**src/shared/syndrome_pkg.sv**
```systemverilog
// Package: class codes, field layout and register map of the syndrome encoder
package syndrome_pkg;
  localparam logic [5:0] EC_UNKNOWN      = 6'h00;
  localparam logic [5:0] EC_TXN_BEGIN    = 6'h1b;
  localparam logic [5:0] EC_PTR_AUTH     = 6'h1c;
  localparam logic [5:0] EC_MATRIX       = 6'h1d;
  localparam logic [5:0] EC_GRANULE      = 6'h1e;
  localparam logic [5:0] EC_IABT_LOWER   = 6'h20;
  localparam logic [5:0] EC_IABT_SAME    = 6'h21;
  localparam logic [5:0] EC_PC_ALIGN     = 6'h22;
  localparam logic [5:0] EC_DABT_LOWER   = 6'h24;
  localparam logic [5:0] EC_DABT_SAME    = 6'h25;
  localparam logic [5:0] EC_SP_ALIGN     = 6'h26;
  localparam logic [5:0] EC_FP_NARROW    = 6'h28;
  localparam logic [5:0] EC_FP_WIDE      = 6'h2c;
  localparam logic [5:0] EC_SYS_ERROR    = 6'h2f;
  localparam logic [5:0] EC_COMPACT_BREAKPOINT_INSTR_LOWER   = 6'h30;
  localparam logic [5:0] EC_COMPACT_BREAKPOINT_INSTR_SAME    = 6'h31;
  localparam logic [5:0] EC_STEP_LOWER   = 6'h32;
  localparam logic [5:0] EC_STEP_SAME    = 6'h33;
  localparam logic [5:0] EC_WATCH_LOWER  = 6'h34;
  localparam logic [5:0] EC_WATCH_SAME   = 6'h35;
  localparam logic [5:0] EC_BRK_NARROW   = 6'h38;
  localparam logic [5:0] EC_BRK_WIDE     = 6'h3c;
  localparam logic [5:0] EC_SYNC_LAST    = 6'h2c;
  localparam int         CLASS_LSB       = 26;
  localparam int         CLASS_MSB       = 31;
  localparam int         LENGTH_BIT      = 25;
  localparam int         SYND_W          = 25;
  localparam logic [3:0] NARROW_REG_PC   = 4'hf;
  localparam logic [4:0] WIDE_REG_ZERO   = 5'h1f;
  localparam logic [3:0] REG_SYND_LO     = 4'h0;
  localparam logic [3:0] REG_SYND_HI     = 4'h4;
  localparam logic [3:0] REG_STATUS      = 4'h8;
  localparam logic [3:0] REG_FEATURES    = 4'hc;
  localparam logic [3:0] FEAT_RESET      = 4'hf;

  typedef enum logic [4:0] {
    SRC_NONE, SRC_TXN_BEGIN, SRC_PTR_AUTH, SRC_MATRIX, SRC_GRANULE, SRC_IABT, SRC_PC_ALIGN,
    SRC_DABT, SRC_SP_ALIGN, SRC_FP_TRAP, SRC_SYS_ERROR, SRC_HW_COMPACT_BREAKPOINT_INSTR, SRC_STEP, SRC_WATCH,
    SRC_BRK_INSTR, SRC_ILLEGAL_STATE, SRC_UNDEF
  } src_t;

  typedef struct packed {
    src_t        src;
    logic        lower_level;
    logic        from_narrow;
    logic        instr_wide;
    logic        syndrome_valid;
    logic [24:0] detail;
    logic        reg_present;
    logic [3:0]  narrow_reg;
    logic        predictable;
  } exc_event_t;

  typedef struct packed {
    logic [5:0]  exception_class_field;
    logic        instruction_length_bit;
    logic [24:0] class_specific_syndrome;
  } syndrome_t;
endpackage

```
**src/logic/exception_syndrome_encoder.sv**
```systemverilog
// Exception syndrome encoder with software-visible 64-bit syndrome register
`timescale 1ns/1ps
module exception_syndrome_encoder #(
  parameter int REG_LSB = 5
) (
  input  wire logic                     clk_i,
  input  wire logic                     rst_i,
  input  wire logic                     exc_take_i,
  input  wire syndrome_pkg::exc_event_t exc_i,
  input  wire logic [3:0]               addr_i,
  input  wire logic [31:0]              wdata_i,
  input  wire logic                     wr_i,
  input  wire logic                     rd_i,
  output logic [31:0]                   rdata_o,
  output logic [63:0]                   exception_syndrome_o
);
  // The register subfield must fit inside the 25-bit syndrome
  if (REG_LSB < 0 || REG_LSB > syndrome_pkg::SYND_W - 5) begin : g_bad_reg_lsb
    $error("REG_LSB out of range");
  end

  ////////////////////////////////////////////////////////////////////////////
  syndrome_pkg::syndrome_t syn_ff;
  syndrome_pkg::syndrome_t nxt_syn;
  logic [3:0]              feat_ff;
  logic                    written_ff;
  logic [31:0]             rdata_ff;
  logic [5:0]              map_class;
  syndrome_pkg::src_t      took_src;

  syndrome_class_map syndrome_class_map_inst (
    .src_i    (exc_i.src),
    .lower_i  (exc_i.lower_level),
    .narrow_i (exc_i.from_narrow),
    .feat_i   (feat_ff),
    .class_o  (map_class)
  );

  // Narrow-state register 15 maps to 31 in the wide register view
  function automatic logic [4:0] wide_reg(input logic [3:0] r);
    return (r == syndrome_pkg::NARROW_REG_PC) ? syndrome_pkg::WIDE_REG_ZERO : {1'b0, r};
  endfunction

  // Length bit is forced to one wherever it carries no instruction size
  function automatic logic length_of(input syndrome_pkg::src_t s, input logic [5:0] cls,
                                     input logic wide, input logic sv);
    logic l;
    l = wide;
    case (s)
      syndrome_pkg::SRC_SYS_ERROR, syndrome_pkg::SRC_IABT, syndrome_pkg::SRC_PC_ALIGN,
      syndrome_pkg::SRC_SP_ALIGN, syndrome_pkg::SRC_ILLEGAL_STATE, syndrome_pkg::SRC_HW_COMPACT_BREAKPOINT_INSTR,
      syndrome_pkg::SRC_STEP, syndrome_pkg::SRC_WATCH: l = 1'b1;
      syndrome_pkg::SRC_DABT: l = sv ? wide : 1'b1;
      syndrome_pkg::SRC_BRK_INSTR: l = wide;
      default: l = wide;
    endcase
    if (cls == syndrome_pkg::EC_UNKNOWN) begin
      l = 1'b1;
    end
    return l;
  endfunction

  ////////////////////////////////////////////////////////////////////////////
  always_comb begin
    nxt_syn.exception_class_field   = map_class;
    nxt_syn.instruction_length_bit  = length_of(exc_i.src, map_class, exc_i.instr_wide,
                                                exc_i.syndrome_valid);
    nxt_syn.class_specific_syndrome = exc_i.detail;
    if (exc_i.reg_present && exc_i.from_narrow) begin
      nxt_syn.class_specific_syndrome[REG_LSB +: 5] = wide_reg(exc_i.narrow_reg);
      if (!exc_i.predictable) begin
        nxt_syn.class_specific_syndrome[REG_LSB +: 5] = syndrome_pkg::WIDE_REG_ZERO;
      end
    end
    if (map_class == syndrome_pkg::EC_UNKNOWN) begin
      nxt_syn.class_specific_syndrome = '0;
    end
  end

  // Fields carry no reset: their content is undefined until the first entry
  always_ff @(posedge clk_i) begin
    if (exc_take_i) begin
      syn_ff <= nxt_syn;
    end else if (wr_i && addr_i == syndrome_pkg::REG_SYND_LO) begin
      // Reserved class values are stored as written; software owns the outcome
      syn_ff <= wdata_i;
    end
  end

  always_ff @(posedge clk_i or posedge rst_i) begin
    if (rst_i) begin
      feat_ff <= syndrome_pkg::FEAT_RESET;
    end else if (wr_i && addr_i == syndrome_pkg::REG_FEATURES) begin
      feat_ff <= wdata_i[3:0];
    end
  end

  // Sticky "captured since read" flag; a new capture wins over the clearing read
  always_ff @(posedge clk_i or posedge rst_i) begin
    if (rst_i) begin
      written_ff <= 1'b0;
    end else if (exc_take_i) begin
      written_ff <= 1'b1;
    end else if (rd_i && addr_i == syndrome_pkg::REG_STATUS) begin
      written_ff <= 1'b0;
    end
  end

  ////////////////////////////////////////////////////////////////////////////
  always_ff @(posedge clk_i or posedge rst_i) begin
    if (rst_i) begin
      rdata_ff <= 32'h0000_0000;
    end else if (rd_i) begin
      case (addr_i)
        syndrome_pkg::REG_SYND_LO:  rdata_ff <= syn_ff;
        syndrome_pkg::REG_SYND_HI:  rdata_ff <= 32'h0000_0000;
        syndrome_pkg::REG_STATUS:   rdata_ff <= {31'h0, written_ff};
        syndrome_pkg::REG_FEATURES: rdata_ff <= {28'h000_0000, feat_ff};
        default:                    rdata_ff <= 32'h0000_0000;
      endcase
    end else begin
      rdata_ff <= 32'h0000_0000;
    end
  end

  assign rdata_o              = rdata_ff;
  assign exception_syndrome_o = {32'h0000_0000, syn_ff};

  // Source of the event taken this cycle, none when idle; keeps the checks short
  assign took_src = exc_take_i ? exc_i.src : syndrome_pkg::SRC_NONE;

  ////////////////////////////////////////////////////////////////////////////
  property p_iabt_class;
    @(posedge clk_i) disable iff (rst_i)
      exc_take_i && exc_i.src == syndrome_pkg::SRC_IABT |=>
        syn_ff.exception_class_field == ($past(exc_i.lower_level) ? 6'h20 : 6'h21);
  endproperty
  a_iabt_class: assert property (p_iabt_class) else $error("instruction abort class wrong");

  property p_dabt_class;
    @(posedge clk_i) disable iff (rst_i)
      exc_take_i && exc_i.src == syndrome_pkg::SRC_DABT |=>
        syn_ff.exception_class_field == ($past(exc_i.lower_level) ? 6'h24 : 6'h25);
  endproperty
  a_dabt_class: assert property (p_dabt_class) else $error("data abort class wrong");

  property p_sys_error;
    @(posedge clk_i) disable iff (rst_i)
      exc_take_i && exc_i.src == syndrome_pkg::SRC_SYS_ERROR |=>
        syn_ff.exception_class_field == 6'h2f && syn_ff.instruction_length_bit;
  endproperty
  a_sys_error: assert property (p_sys_error) else $error("system error syndrome wrong");

  property p_unknown_zero;
    @(posedge clk_i) disable iff (rst_i)
      exc_take_i |=> syn_ff.exception_class_field != 6'h00
        || (syn_ff.instruction_length_bit && syn_ff.class_specific_syndrome == 25'h0);
  endproperty
  a_unknown_zero: assert property (p_unknown_zero) else $error("unknown class syndrome wrong");

  property p_brk_len;
    @(posedge clk_i) disable iff (rst_i)
      exc_take_i && exc_i.src == syndrome_pkg::SRC_BRK_INSTR |=>
        syn_ff.instruction_length_bit == $past(exc_i.instr_wide)
        && syn_ff.exception_class_field == ($past(exc_i.from_narrow) ? 6'h38 : 6'h3c);
  endproperty
  a_brk_len: assert property (p_brk_len) else $error("breakpoint instruction syndrome wrong");

  property p_debug_len;
    @(posedge clk_i) disable iff (rst_i)
      exc_take_i && (exc_i.src == syndrome_pkg::SRC_STEP || exc_i.src == syndrome_pkg::SRC_WATCH)
        |=> syn_ff.instruction_length_bit;
  endproperty
  a_debug_len: assert property (p_debug_len) else $error("debug length bit not forced");

  property p_hi_zero;
    @(posedge clk_i) disable iff (rst_i) exception_syndrome_o[63:32] == 32'h0000_0000;
  endproperty
  a_hi_zero: assert property (p_hi_zero) else $error("upper syndrome bits not zero");

  property p_atomic;
    @(posedge clk_i) disable iff (rst_i)
      exc_take_i |=> syn_ff == $past(nxt_syn);
  endproperty
  a_atomic: assert property (p_atomic) else $error("syndrome not captured whole");

  property p_reg_pc;
    @(posedge clk_i) disable iff (rst_i)
      exc_take_i && exc_i.reg_present && exc_i.from_narrow && exc_i.narrow_reg == 4'hf
        && map_class != 6'h00 |=> syn_ff.class_specific_syndrome[REG_LSB +: 5] == 5'h1f;
  endproperty
  a_reg_pc: assert property (p_reg_pc) else $error("register 15 not mapped to 31");

  property p_txn_class;
    @(posedge clk_i) disable iff (rst_i)
      took_src == syndrome_pkg::SRC_TXN_BEGIN
        |=> syn_ff.exception_class_field == 6'h1b;
  endproperty
  a_txn_class: assert property (p_txn_class)
    else $error("transaction begin class wrong");

  property p_auth_class;
    @(posedge clk_i) disable iff (rst_i)
      took_src == syndrome_pkg::SRC_PTR_AUTH
        |=> syn_ff.exception_class_field == ($past(feat_ff[0]) ? 6'h1c : 6'h00);
  endproperty
  a_auth_class: assert property (p_auth_class)
    else $error("authentication failure class wrong");

  property p_matrix_class;
    @(posedge clk_i) disable iff (rst_i)
      took_src == syndrome_pkg::SRC_MATRIX
        |=> syn_ff.exception_class_field == 6'h1d;
  endproperty
  a_matrix_class: assert property (p_matrix_class)
    else $error("matrix trap class wrong");

  property p_granule_class;
    @(posedge clk_i) disable iff (rst_i)
      took_src == syndrome_pkg::SRC_GRANULE
        |=> syn_ff.exception_class_field == ($past(feat_ff[1]) ? 6'h1e : 6'h00);
  endproperty
  a_granule_class: assert property (p_granule_class)
    else $error("granule fault class wrong");

  property p_pc_align;
    @(posedge clk_i) disable iff (rst_i)
      took_src == syndrome_pkg::SRC_PC_ALIGN
        |=> syn_ff.exception_class_field == 6'h22 && syn_ff.instruction_length_bit;
  endproperty
  a_pc_align: assert property (p_pc_align)
    else $error("pc alignment syndrome wrong");

  property p_sp_align;
    @(posedge clk_i) disable iff (rst_i)
      took_src == syndrome_pkg::SRC_SP_ALIGN
        |=> syn_ff.exception_class_field == 6'h26 && syn_ff.instruction_length_bit;
  endproperty
  a_sp_align: assert property (p_sp_align)
    else $error("sp alignment syndrome wrong");

  property p_fp_class;
    @(posedge clk_i) disable iff (rst_i)
      took_src == syndrome_pkg::SRC_FP_TRAP
        |=> syn_ff.exception_class_field == (!$past(feat_ff[2]) ? 6'h00 :
                                             $past(exc_i.from_narrow) ? 6'h28 : 6'h2c);
  endproperty
  a_fp_class: assert property (p_fp_class)
    else $error("floating-point trap class wrong");

  property p_compact_breakpoint_instr_class;
    @(posedge clk_i) disable iff (rst_i)
      took_src == syndrome_pkg::SRC_HW_COMPACT_BREAKPOINT_INSTR
        |=> syn_ff.exception_class_field == ($past(exc_i.lower_level) ? 6'h30 : 6'h31);
  endproperty
  a_compact_breakpoint_instr_class: assert property (p_compact_breakpoint_instr_class)
    else $error("hardware breakpoint class wrong");

  property p_step_class;
    @(posedge clk_i) disable iff (rst_i)
      took_src == syndrome_pkg::SRC_STEP
        |=> syn_ff.exception_class_field == ($past(exc_i.lower_level) ? 6'h32 : 6'h33);
  endproperty
  a_step_class: assert property (p_step_class)
    else $error("single step class wrong");

  property p_watch_class;
    @(posedge clk_i) disable iff (rst_i)
      took_src == syndrome_pkg::SRC_WATCH
        |=> syn_ff.exception_class_field == ($past(exc_i.lower_level) ? 6'h34 : 6'h35);
  endproperty
  a_watch_class: assert property (p_watch_class)
    else $error("watchpoint class wrong");

  property p_undef_class;
    @(posedge clk_i) disable iff (rst_i)
      took_src == syndrome_pkg::SRC_UNDEF
        |=> syn_ff.exception_class_field == 6'h00;
  endproperty
  a_undef_class: assert property (p_undef_class)
    else $error("uncovered exception not unknown class");

  property p_len_plain;
    @(posedge clk_i) disable iff (rst_i)
      took_src == syndrome_pkg::SRC_MATRIX
        |=> syn_ff.instruction_length_bit == $past(exc_i.instr_wide);
  endproperty
  a_len_plain: assert property (p_len_plain)
    else $error("length bit does not follow instruction size");

  property p_abort_len;
    @(posedge clk_i) disable iff (rst_i)
      took_src == syndrome_pkg::SRC_IABT || (took_src == syndrome_pkg::SRC_DABT && !exc_i.syndrome_valid)
        |=> syn_ff.instruction_length_bit;
  endproperty
  a_abort_len: assert property (p_abort_len)
    else $error("abort length bit not forced");

  property p_detail;
    @(posedge clk_i) disable iff (rst_i)
      exc_take_i && !exc_i.reg_present && map_class != 6'h00
        |=> syn_ff.class_specific_syndrome == $past(exc_i.detail);
  endproperty
  a_detail: assert property (p_detail)
    else $error("syndrome detail not carried");

  property p_reg_unpred;
    @(posedge clk_i) disable iff (rst_i)
      exc_take_i && exc_i.reg_present && exc_i.from_narrow && !exc_i.predictable && map_class != 6'h00
        |=> syn_ff.class_specific_syndrome[REG_LSB +: 5] == 5'h1f;
  endproperty
  a_reg_unpred: assert property (p_reg_unpred)
    else $error("unpredictable register subfield wrong");

  property p_sw_write;
    @(posedge clk_i) disable iff (rst_i)
      wr_i && addr_i == syndrome_pkg::REG_SYND_LO && !exc_take_i
        |=> syn_ff == $past(wdata_i);
  endproperty
  a_sw_write: assert property (p_sw_write)
    else $error("software write not stored raw");

  c_iabt:  cover property (@(posedge clk_i) exc_take_i && exc_i.src == syndrome_pkg::SRC_IABT);
  c_brk:   cover property (@(posedge clk_i) exc_take_i && exc_i.src == syndrome_pkg::SRC_BRK_INSTR);
  c_undef: cover property (@(posedge clk_i) exc_take_i && map_class == syndrome_pkg::EC_UNKNOWN);
  c_read:  cover property (@(posedge clk_i) rd_i && addr_i == syndrome_pkg::REG_SYND_LO);
  c_feat:  cover property (@(posedge clk_i) exc_take_i && feat_ff != syndrome_pkg::FEAT_RESET);
endmodule

```
**src/logic/syndrome_class_map.sv**
```systemverilog
// Combinational map from exception source to class code
`timescale 1ns/1ps
module syndrome_class_map (
  input  wire syndrome_pkg::src_t src_i,
  input  wire logic               lower_i,
  input  wire logic               narrow_i,
  input  wire logic [3:0]         feat_i,
  output logic [5:0]              class_o
);
  always_comb begin
    case (src_i)
      syndrome_pkg::SRC_TXN_BEGIN:  class_o = syndrome_pkg::EC_TXN_BEGIN;
      syndrome_pkg::SRC_PTR_AUTH:   class_o = feat_i[0] ? syndrome_pkg::EC_PTR_AUTH
                                                        : syndrome_pkg::EC_UNKNOWN;
      syndrome_pkg::SRC_MATRIX:     class_o = syndrome_pkg::EC_MATRIX;
      syndrome_pkg::SRC_GRANULE:    class_o = feat_i[1] ? syndrome_pkg::EC_GRANULE
                                                        : syndrome_pkg::EC_UNKNOWN;
      syndrome_pkg::SRC_IABT:       class_o = lower_i ? syndrome_pkg::EC_IABT_LOWER
                                                      : syndrome_pkg::EC_IABT_SAME;
      syndrome_pkg::SRC_DABT:       class_o = lower_i ? syndrome_pkg::EC_DABT_LOWER
                                                      : syndrome_pkg::EC_DABT_SAME;
      syndrome_pkg::SRC_PC_ALIGN:   class_o = syndrome_pkg::EC_PC_ALIGN;
      syndrome_pkg::SRC_SP_ALIGN:   class_o = syndrome_pkg::EC_SP_ALIGN;
      // Without trap support the codes are reserved, so fall back to unknown
      syndrome_pkg::SRC_FP_TRAP:    class_o = !feat_i[2] ? syndrome_pkg::EC_UNKNOWN :
                                              narrow_i ? syndrome_pkg::EC_FP_NARROW
                                                       : syndrome_pkg::EC_FP_WIDE;
      syndrome_pkg::SRC_SYS_ERROR:  class_o = syndrome_pkg::EC_SYS_ERROR;
      syndrome_pkg::SRC_HW_COMPACT_BREAKPOINT_INSTR:    class_o = lower_i ? syndrome_pkg::EC_COMPACT_BREAKPOINT_INSTR_LOWER
                                                      : syndrome_pkg::EC_COMPACT_BREAKPOINT_INSTR_SAME;
      syndrome_pkg::SRC_STEP:       class_o = lower_i ? syndrome_pkg::EC_STEP_LOWER
                                                      : syndrome_pkg::EC_STEP_SAME;
      syndrome_pkg::SRC_WATCH:      class_o = lower_i ? syndrome_pkg::EC_WATCH_LOWER
                                                      : syndrome_pkg::EC_WATCH_SAME;
      syndrome_pkg::SRC_BRK_INSTR:  class_o = narrow_i ? syndrome_pkg::EC_BRK_NARROW
                                                       : syndrome_pkg::EC_BRK_WIDE;
      default:                      class_o = syndrome_pkg::EC_UNKNOWN;
    endcase
  end
endmodule

```
**config.mk**
```make
export PLATFORM = sky130hd
export DESIGN_NAME = exception_syndrome_encoder
export DESIGN_NICKNAME = d
export VERILOG_FILES = /design/src/shared/syndrome_pkg.sv /design/src/logic/exception_syndrome_encoder.sv /design/src/logic/syndrome_class_map.sv
export SDC_FILE = /design/constraint.sdc
export NUM_CORES = 1
export LEC_CHECK = 0
export BUFFER_PORTS_ARGS = -buffer_cell sky130_fd_sc_hd__buf_2
export CORE_ASPECT_RATIO = 1.25
export CORE_MARGIN = 1
export CORE_UTILIZATION = 45
export CTS_CLUSTER_SIZE = 40
export DETAILED_ROUTE_END_ITERATION = 12
export PLACE_DENSITY = 0.8
export SLEW_MARGIN = 10
export SYNTH_ARGS = -nofsm -noshare
export SYNTH_HDL_FRONTEND = slang
export SYNTH_HIERARCHICAL = 1
export SYNTH_SLANG_ARGS = --single-unit
```
**constraint.sdc**
```tcl
create_clock -name clk_i -period 2.6 [get_ports clk_i]
set_input_delay 0.65 -clock clk_i [delete_from_list [all_inputs] [get_ports clk_i]]
set_output_delay 0.65 -clock clk_i [all_outputs]
set_load 0.02 [all_outputs]
```
==> results.json <==
{
  "track_usage_pct": 21.2,
  "ys_seq_area_share_pct": 56.1,
  "power.density_mw_per_mm2": 617,
  "postSynth.asyncResetShare_pct": 53.6,
  "clk_latency_ns": 0.33,
  "status": "complete, no violations",
  "initial_core_util_pct": 47.4,
  "hold_class": "in2async",
  "grt_util_met1_pct": 24.8,
  "place_area_sq_mm": 0.00411,
  "cap_violations": 0,
  "cts_setup_buffers": 0,
  "synth-main-ff-cell": "dfrtp_1",
  "io_pins": 177,
  "htreeDepth": 3,
  "worstSetupEndpointType": "register",
  "final_common_cell": "buf_2",
  "crit_required_ns": 2.67,
  "skew_ns": 0.0104,
  "setup_viol": 0,
  "worst_setup_path_start_kind": "input pin",
  "finalHoldViolations": 0,
  "gp_congestion": 0.912,
  "die_h_um": 98.7,
  "grt_first_pass_wirelength_um": 12400,
  "vias": 2737,
  "synth_edf_count": 32,
  "synth_compound_area_share_pct": 12.6,
  "cts_buffers": 9,
  "mostFrequentLayoutCells": "144 x buf_2, 33 x dfrtp_1, 32 x conb_1, 32 x edfxtp_1",
  "fin_area_sq_mm": 0.00432,
  "core_sq_mm": 0.00710,
  "final_antenna_net_count": 0,
  "drive_gt1_share_pct": 39.8,
  "min_period_ns": 2.18,
  "clk_pin_slew_worst_paths_ns": 0.08,
  "ys_types": 45,
  "postCtsHoldBufs": 0,
  "power_leakage_uw": 0.00220,
  "die_x_um": 79.4,
  "synth_area_sq_mm": 0.00337,
  "reg2reg_to": "exception_syndrome_o[25]",
  "cts_root_buf": "clkbuf_8",
  "fin_crit_sh_pct": 83.8,
  "port_buffers": 144,
  "synth_mux_area_share_pct": 2.34,
  "viasPerCell": 4.93,
  "routedWlPerCell_um": 14.5,
  "finalMaxSlewViolations": 0,
  "fillers": 628,
  "antenna_found_initial": 0,
  "path_delay_family": "compound AO/OA/AOI/OAI gates",
  "grt_pass1_vias": 2557,
  "critPathArrivalTime_ns": 2.25,
  "ys_warn_count": 6,
  "crit_slowest_cell": "a221o_1",
  "ys_seq_elements": 69,
  "cts_tree": "done",
  "synthToLayoutAreaGrowth_pct": 28.3,
  "critical_path_buf_inv_count": 2,
  "worstPathMaxFanout": 26,
  "synthAdderAreaFrac_pct": 0,
  "wirelength_um": 8030,
  "rsz0062_at_grt": "no",
  "holdWs_ns": 0.411,
  "cts_buffer_depth": 2,
  "ir_worst_vdd_v": 0.000379,
  "drt_iter0_drc": 131,
  "met3_usage_pct": 3.70,
  "post-route-util_pct": 60.9,
  "fmax_mhz": 459,
  "syn_inst": 314,
  "rows": 34,
  "grt_max_degree": 60,
  "total_power_uw": 2670,
  "die_area_sq_mm": 0.00784,
  "use_met2_pct": 36.7,
  "tns_ns": 0,
  "critPathMaxStageDelay_ns": 0.34,
  "worstPathCellList": "buf_2 > nand3b_1 > a21oi_1 > a221o_1 > nor4_1 > nand2_1 > buf_12 > o2111ai_1 > o21ai_0",
  "top_usage_layer": "met2",
  "dr.pass1.iters": 5,
  "crit_start": "exc_i[37]",
  "fin_nets": 541,
  "synth_top_family_by_area": "simple AND/OR/NAND/NOR gates",
  "ff2ff_path_depth": 7,
  "cts.sinks": 69,
  "dpl.hpwl_um": 6240,
  "reg2reg_slack_ns": 0.56,
  "ctsResizeCount": 0,
  "avgSynthCellArea_sq_um": 10.7,
  "route.detailed.drc": 0,
  "synth_xor_area_share_pct": 0.260,
  "diodes": 0,
  "grt_overflow": 0,
  "path_class": "in2reg",
  "r2r-start": "feat_ff[1]",
  "synth-simple-area-share_pct": 15.9
}
-- report_power, final --
group / internal [uW] / switching (uW)
Sequential: 1240 / 43.5
Combinational: 170 / 300
Clock: 506 / 407
Total: 1920 / 750
-- metal layers --
layer | up-vias | wire length [um]
met2 | 126 | 4270
met4 | 0 | 184
met1 | 1281 | 3120
met5 | - | 0
met3 | 12 | 454
li1 | 1318 | -
-- final cells by class --
cell class              instances  area [sq um]  area share, %
inverters                      29           109           2.52
flip-flops and latches         69          1890           43.7
multi-input cells             198          1170           27.0
repair buffers                153           826           19.1
clock buffers                  10           149           3.44
well taps                      90           113           2.60
clock inverters                 6          68.8           1.59
-- worst max path at each step --
| stage | cells after the start | to | slack (ns) |
|---|---|---|---|
| floorplan | 8 | exception_syndrome_o[21] | 0.21 |
| finish | 9 | exception_syndrome_o[5] | 0.42 |
| detailed placement | 9 | exception_syndrome_o[10] | 0.10 |
| global route | 9 | exception_syndrome_o[6] | 0.31 |
| global placement | 9 | exception_syndrome_o[7] | 0.18 |
| CTS | 9 | exception_syndrome_o[5] | 0.46 |
-- stage by stage --
step,setup slack [ns],cells
global route,0.313,555
CTS,0.456,555
global placement,0.177,539
floorplan,0.209,345
detailed placement,0.104,539
finish,0.421,555
-- tightest hold or removal path, stage by stage --
cell and delay (ns):
buf_2 0.09, inv_1 0.04, buf_4 0.40
-- state kept, by name (all words and copies together), names as in the netlist --
| register | flops |
|---|---|
| exception_syndrome_o | 32 |
| rdata_o | 32 |
| feat_ff | 4 |
| written_ff | 1 |
-- cell families (layout without fill, tap and decap cells) --
logic type,count (synthesis),after routing
flip-flops,69,69
AO/OA/AOI/OAI,64,64
other,1,32
XOR/XNOR,1,1
multiplexers,7,7
AND/OR/NAND/NOR,94,94
buffers and inverters,78,198
-- cell usage after synthesis, drive strengths merged, types with 7 or more instances --
master	n	area share, %
mux2	7	2.3
nand3	23	3.4
nor2	11	1.3
clkbuf	11	1.2
and2	30	5.6
inv	29	3.2
dfrtp	33	25
o21ai	30	4.5
nand2	9	1.0
edfxtp	32	29
nand3b	7	1.6
buf	38	8.2
Note: power is estimated with default switching activity, not from simulation.
